## config.mk

```make
export PLATFORM = sky130hd
export DESIGN_NAME = ccstt_top
export DESIGN_NICKNAME = d
export VERILOG_FILES = /design/src/common/ccstt_pkg.sv /design/src/common/ccstt_sync_if.sv /design/src/core/ccstt_top.sv /design/src/core/ccstt_sync.sv /design/src/core/ccstt_trip.sv
export VERILOG_INCLUDE_DIRS = /design/src /design/src/common
export SDC_FILE = /design/constraint.sdc
export NUM_CORES = 1
export LEC_CHECK = 0
export BUFFER_PORTS_ARGS = -buffer_cell sky130_fd_sc_hd__buf_2
export CAP_MARGIN = 20
export CORE_MARGIN = 1
export CORE_UTILIZATION = 35
export DETAILED_ROUTE_END_ITERATION = 6
export PLACE_DENSITY = 0.62
export SYNTH_ARGS = -nofsm -noshare
export SYNTH_HDL_FRONTEND = slang
export SYNTH_HIERARCHICAL = 1
export SYNTH_SLANG_ARGS = --single-unit
```

## constraint.sdc

```tcl
create_clock -name clk -period 1.1 [get_ports clk]
set_input_delay 0.22 -clock clk [delete_from_list [all_inputs] [get_ports clk]]
set_output_delay 0.22 -clock clk [all_outputs]
set_load 0.1 [all_outputs]
```

## src/common/ccstt_params.svh

```systemverilog
// Timing counts and counter width for the clock stop and thermal trip control.
`ifndef CCSTT_PARAMS_SVH
`define CCSTT_PARAMS_SVH
`define CCSTT_CLK_MHZ 40
`define CCSTT_TRIP_ENABLE_US 10
`define CCSTT_TRIP_ENABLE_CYCLES ((`CCSTT_TRIP_ENABLE_US * `CCSTT_CLK_MHZ) - 8)
`define CCSTT_CNT_W 9
`define CCSTT_ACK_PULSE_CYCLES 1
`endif

```

## src/common/ccstt_pkg.sv

```systemverilog
// Types shared by the clock stop and thermal trip control.
package ccstt_pkg;
  typedef enum logic [1:0] {
    CS_RUN,
    CS_ENTER,
    CS_HALT
  } ccstt_clk_state_t;
endpackage

```

## src/common/ccstt_sync_if.sv

```systemverilog
// Interface carrying synchronised pin levels between modules.
`timescale 1ns/1ps
`default_nettype none
interface ccstt_sync_if;
  logic stopReq;
  logic powerGood;
  logic overTemp;
  modport src (output stopReq, output powerGood, output overTemp);
  modport dst (input stopReq, input powerGood, input overTemp);
endinterface
`default_nettype wire

```

## src/core/ccstt_top.sv

```systemverilog
// Core clock stop and thermal trip control, top level.
`timescale 1ns/1ps
`default_nettype none
`include "ccstt_params.svh"
// What this block does
// Asserted stop-clock request moves the core into the clock-halt state.
// Entering clock-halt issues one acknowledge pulse toward the bus unit.
// In clock-halt, core clocks are gated; bus and interrupt units keep running.
// Snooping and interrupt servicing stay enabled throughout clock-halt.
// Removing the request re-enables all clocks and resumes execution.
// Stop request is asynchronous and never gates the bus clock.
// Over-temperature asserts thermal trip and stops every internal clock.
// Thermal trip drive is enabled within 10 us after power-good rises.
// Thermal trip drive is disabled whenever power-good is low.
// Thermal trip stays latched until power-good drops.
// Still hot after power-good returns: trip reasserts within 10 us.
// Platform removes core supply after seeing thermal trip.
// Platform holds power-good low until clocks and supplies are stable.
// Stop request passes a two-flop synchroniser before use.
module ccstt_top (
  input wire logic clk,
  input wire logic reset,
  input wire logic stop_clock_request_n,
  input wire logic power_good,
  input wire logic overTempIn,
  output logic thermal_trip_n_o,
  output logic thermal_trip_n_oe_n,
  output logic stopGrantAck,
  output logic coreClkEn,
  output logic busUnitClkEn,
  output logic interruptClkEn,
  output logic snoopEn,
  output logic executeEn,
  output ccstt_pkg::ccstt_clk_state_t clkState
);
  import ccstt_pkg::*;

  ccstt_sync_if syncBus ();
  logic tripActive;
  logic tripDriveEn;
  ccstt_clk_state_t state_r;
  ccstt_clk_state_t state_nxt;

  ccstt_sync u_sync (
    .clk(clk),
    .reset(reset),
    .stop_clock_request_n(stop_clock_request_n),
    .power_good(power_good),
    .overTempIn(overTempIn),
    .syncOut(syncBus.src)
  );

  ccstt_trip u_trip (
    .clk(clk),
    .reset(reset),
    .syncIn(syncBus.dst),
    .tripActive(tripActive),
    .tripDriveEn(tripDriveEn)
  );

  // The request only steers the state; the bus clock never passes through here.
  always_comb
  begin
    state_nxt = state_r;
    case (state_r)
      CS_RUN:
        if (syncBus.stopReq)
          state_nxt = CS_ENTER;
      CS_ENTER:
        state_nxt = syncBus.stopReq ? CS_HALT : CS_RUN;
      CS_HALT:
        if (!syncBus.stopReq)
          state_nxt = CS_RUN;
      default:
        state_nxt = CS_RUN;
    endcase
  end

  always_ff @(posedge clk)
  begin
    if (reset)
      state_r <= CS_RUN;
    else
      state_r <= state_nxt;
  end

  wire haltNext = (state_nxt != CS_RUN);
  wire ackNext = (state_r == CS_RUN) && (state_nxt == CS_ENTER);
  wire tripOn = tripActive;
  wire tripOeNext = !tripDriveEn;

  always_ff @(posedge clk)
  begin
    if (reset)
    begin
      stopGrantAck <= 1'b0;
      coreClkEn <= 1'b0;
      busUnitClkEn <= 1'b0;
      interruptClkEn <= 1'b0;
      snoopEn <= 1'b0;
      executeEn <= 1'b0;
      thermal_trip_n_o <= 1'b1;
      thermal_trip_n_oe_n <= 1'b1;
      clkState <= CS_RUN;
    end
    else
    begin
      stopGrantAck <= ackNext && !tripOn;
      coreClkEn <= !haltNext && !tripOn;
      busUnitClkEn <= !tripOn;
      interruptClkEn <= !tripOn;
      snoopEn <= !tripOn;
      executeEn <= !haltNext && !tripOn;
      thermal_trip_n_o <= !tripOn;
      thermal_trip_n_oe_n <= tripOeNext;
      clkState <= state_nxt;
    end
  end
endmodule // ccstt_top
`default_nettype wire

```

## src/core/ccstt_sync.sv

```systemverilog
// Two-flop synchronisers for asynchronous pin inputs.
`timescale 1ns/1ps
`default_nettype none
module ccstt_sync (
  input wire logic clk,
  input wire logic reset,
  input wire logic stop_clock_request_n,
  input wire logic power_good,
  input wire logic overTempIn,
  ccstt_sync_if.src syncOut
);
  logic [2:0] stage1_r;
  logic [2:0] stage2_r;
  wire [2:0] rawIn = {overTempIn, power_good, ~stop_clock_request_n};

  genvar i;
  generate
    for (i = 0; i < 3; i++)
    begin : g_sync
      always_ff @(posedge clk)
      begin
        if (reset)
        begin
          stage1_r[i] <= 1'b0;
          stage2_r[i] <= 1'b0;
        end
        else
        begin
          stage1_r[i] <= rawIn[i];
          stage2_r[i] <= stage1_r[i];
        end
      end
    end
  endgenerate

  assign syncOut.stopReq = stage2_r[0];
  assign syncOut.powerGood = stage2_r[1];
  assign syncOut.overTemp = stage2_r[2];
endmodule // ccstt_sync

```

## src/core/ccstt_trip.sv

```systemverilog
// Thermal trip latch with power-good arming window.
`timescale 1ns/1ps
`default_nettype none
`include "ccstt_params.svh"
module ccstt_trip (
  input wire logic clk,
  input wire logic reset,
  ccstt_sync_if.dst syncIn,
  output logic tripActive,
  output logic tripDriveEn
);
  logic [`CCSTT_CNT_W-1:0] armCnt_r;
  logic armed_r;
  logic tripLatch_r;
  wire armDone = (armCnt_r == `CCSTT_CNT_W'(`CCSTT_TRIP_ENABLE_CYCLES));
  wire tripSet = armed_r && syncIn.overTemp;

  always_ff @(posedge clk)
  begin
    if (reset || !syncIn.powerGood)
    begin
      armCnt_r <= '0;
      armed_r <= 1'b0;
      tripLatch_r <= 1'b0;
    end
    else
    begin
      if (!armDone)
        armCnt_r <= armCnt_r + `CCSTT_CNT_W'(1);
      armed_r <= armed_r | armDone;
      tripLatch_r <= tripLatch_r | tripSet;
    end
  end

  assign tripActive = tripLatch_r;
  assign tripDriveEn = armed_r;
endmodule // ccstt_trip

```

==> impl_metrics.tcl <==
set metrics [dict create \
    outcome "finished, violations left" \
    violations "negative setup slack" \
    setup_ws_ns -0.117 \
    io_buffers 14 \
    worst_pin_slew_ns 0.321 \
    p_leak_uw 0.000490 \
    holdPathEnd "u_sync/stage1_r[0]" \
    syn-num-nets 95 \
    cts_tree "built" \
    maxSlewViolCount 0 \
    hold_violations 0 \
    avgSynthCellArea_um2 10.1 \
    cts_max_level 1 \
    r2r_end "u_trip/armCnt_r[2]" \
    holdPathStages 2 \
    max-cap-violations 0 \
    dp_slack_ns -0.147 \
    multiInputGateArea_um2 450 \
    cts_root_buf "clkbuf_4" \
    reg2regPathDepth 5 \
    first_pass_iters 4 \
    layout.area.seq_um2 509 \
    crit_path_end_kind "flop" \
    antenna_found_initial 0 \
    fmax_ghz 0.822 \
    fillCellCount 180 \
    yosysTopAreaCell "dfxtp_1" \
    r2r-start "u_trip/armCnt_r[0]" \
    grt_setup_unrepaired "true" \
    synth.distinct_cells 28 \
    hold_class "in -> reg" \
    final_util 0.603 \
    yosysSeqAreaShare 0.543 \
    synth_top_area_share 0.543 \
    crit_fanout 4 \
    post_drt_via_cell_ratio 5.12 \
    synth_area_leaders "dfxtp_1 (54%), nor2b_1 (4.2%), nor2_1 (3.0%), a21oi_1 (2.8%), ha_1 (2.8%)" \
    core_um2 2300 \
    grt-ovfl-total 0 \
    async_reset_ff_frac 0 \
    synth_common_cells "dfxtp_1 (24), nor2_1 (7), nor2b_1 (6)" \
    grt_pass1_wl_mm 3.12 \
    synthCells 88 \
    gp_congestion 0.768 \
    drc 0 \
    crit_type "reg -> reg" \
    die-area_um2 2730 \
    drive_gt1_frac 0.474 \
    clk_latency_ns 0.32 \
    syn_to_final_growth_pct 56.6 \
    die_x_um 52.3 \
    grt_pass1_vias 699 \
    ys.flop_type "dfxtp_1" \
    power_density_nw_per_um2 1240 \
    synth_most_common_cell "dfxtp_1" \
    ff2ff_setup_slack_ns -0.12 \
    ir_worst_vdd_mv 0.994 \
    arrival_ns 1.42 \
    period_needed_ns 1.22 \
    skew_ns 0.00234 \
    finalWirelength_mm 1.86 \
    synth_edf_count 0 \
    worstSetupStartpointType "flop" \
    setup_viol 10 \
    initial_core_util 0.385 \
    layout.nets 122 \
    grtUsageTotal 0.161 \
    drtAntennaViolNets 0 \
    hpwl_mm 1.25 \
    drtIter0Drc 20 \
    antennaDiodeCount 0 \
    vias 727 \
    numCtsBuffers 3 \
    clkSinkCount 24 \
    synth-seq-cells 24 \
    grt_max_degree 15 \
    synth_area_um2 885 \
    yosys_warnings 6 \
    clk_pin_slew_ns 0.13 \
    finalCritPeriodShare 1.11 \
    cp.required_ns 1.31 \
    slew_headroom 0.786 \
    wire_per_inst_um 13.1 \
    ioPinCount 15 \
    rows 17 \
    dieHeight_um 52.3 \
    hp-start "stop_clock_request_n" \
    cts_buffer_depth 2 \
]
[routing by layer]
| metal | GRT usage | wire (um) | vias to the layer above |
|---|---|---|---|
| li1 | - | - | 355 |
| met1 | 0.175 | 746 | 342 |
| met2 | 0.297 | 964 | 25 |
| met3 | 0.0261 | 99 | 5 |
| met4 | 0.0789 | 52 | 0 |
| met5 | 0 | 0 | - |
[through the flow]
stage | hold slack (ns) | total power (uW) | setup TNS, ns | instance area [um^2] | std cells
after global placement | 0.380 | 1110 | -0.312 | 1190 | 133
after CTS | 0.0330 | 1730 | -0.466 | 1340 | 140
after floorplan | 0.285 | 1040 | -0.0135 | 913 | 88
final | 0.0376 | 1720 | -0.460 | 1390 | 142
after global routing | 0.0260 | 1780 | -1.14 | 1390 | 142
after detailed placement | 0.378 | 1110 | -0.711 | 1190 | 133
[layout by cell type (no fill, tap or decap), drive strengths merged]
master,count
buf,26
dfxtp,24
nor2,7
nor2b,6
a21oi,5
inv,5
or3,4
nand2b,4
nand3,4
o21ai,4
nand2,3
clkbuf,3
nand4bb,2
nand4,2
ha,2
xnor2,2
nor3,1
a21boi,1
nor4,1
bufinv,1
o2111ai,1
o31ai,1
o211ai,1
o41ai,1
mux2i,1
xor2,1
o21a,1
[logic make-up (layout without fill, tap and decap cells)]
kind of cell             count (synthesis)  count (layout)  synth area share
AND/OR/NAND/NOR                         34              34             0.232
AO/OA/AOI/OAI                           15              15             0.105
multiplexers                             1               1            0.0113
buffers and inverters                    9              35            0.0509
XOR/XNOR                                 3               3            0.0297
adder cells (fa/ha/maj)                  2               2            0.0283
flip-flops                              24              24             0.543
[sequential cells by signal, summed over array words and instances (netlist names)]
| name | cells |
|---|---|
| u_sync/syncOut.stopReq | 1 |
| clkState | 2 |
| u_sync/syncOut.overTemp | 1 |
| u_trip/tripActive | 1 |
| thermal_trip_n_o | 1 |
| snoopEn | 1 |
| thermal_trip_n_oe_n | 1 |
| u_trip/armCnt_r | 9 |
| u_sync/syncOut.powerGood | 1 |
| u_trip/tripDriveEn | 1 |
| executeEn | 1 |
| u_sync/stage1_r | 3 |
| stopGrantAck | 1 |
[final cells by class]
cell class	instances	share of cell area
Tap cell	28	0.0253
Sequential cell	24	0.368
Multi-Input combinational cell	55	0.325
Clock inverter	1	0.0217
Inverter	5	0.0172
Timing Repair Buffer	26	0.227
Clock buffer	3	0.0163
[how the worst max path moves through the flow]
stage	startpoint	to	cells past startpoint
4_1_cts	u_trip/armCnt_r[1]	u_trip/armCnt_r[1]	5
6_report	u_trip/armCnt_r[0]	u_trip/armCnt_r[2]	5
5_1_grt	u_trip/armCnt_r[0]	u_trip/armCnt_r[1]	5
3_3_place_gp	u_trip/armCnt_r[2]	u_trip/armCnt_r[7]	3
2_1_floorplan	u_trip/armCnt_r[1]	u_trip/armCnt_r[6]	4
3_5_place_dp	u_trip/armCnt_r[0]	u_trip/armCnt_r[0]	5
[power by group]
| part | leakage, uW | total [uW] | internal (uW) | switching (uW) |
|---|---|---|---|---|
| clock network | 0.0000279 | 633 | 369 | 265 |
| registers | 0.000200 | 893 | 877 | 16.2 |
| logic | 0.000262 | 195 | 75.1 | 120 |
[critical path, stage by stage (launching register included)]
cell and delay [ns]:
dfxtp_4 0.39, inv_4 0.06, ha_4 0.13, nand4bb_4 0.14, o2111ai_1 0.25, o31ai_1 0.12
[what timing repair did]
action                                  4_1_cts  5_1_grt
gates resized for setup                      15        8
pin swaps                                     5        4
endpoints found under the setup margin       15       19
hold buffers                                  0        0
buffers inserted                              3        2
Note: power is estimated with default switching activity, not from simulation.
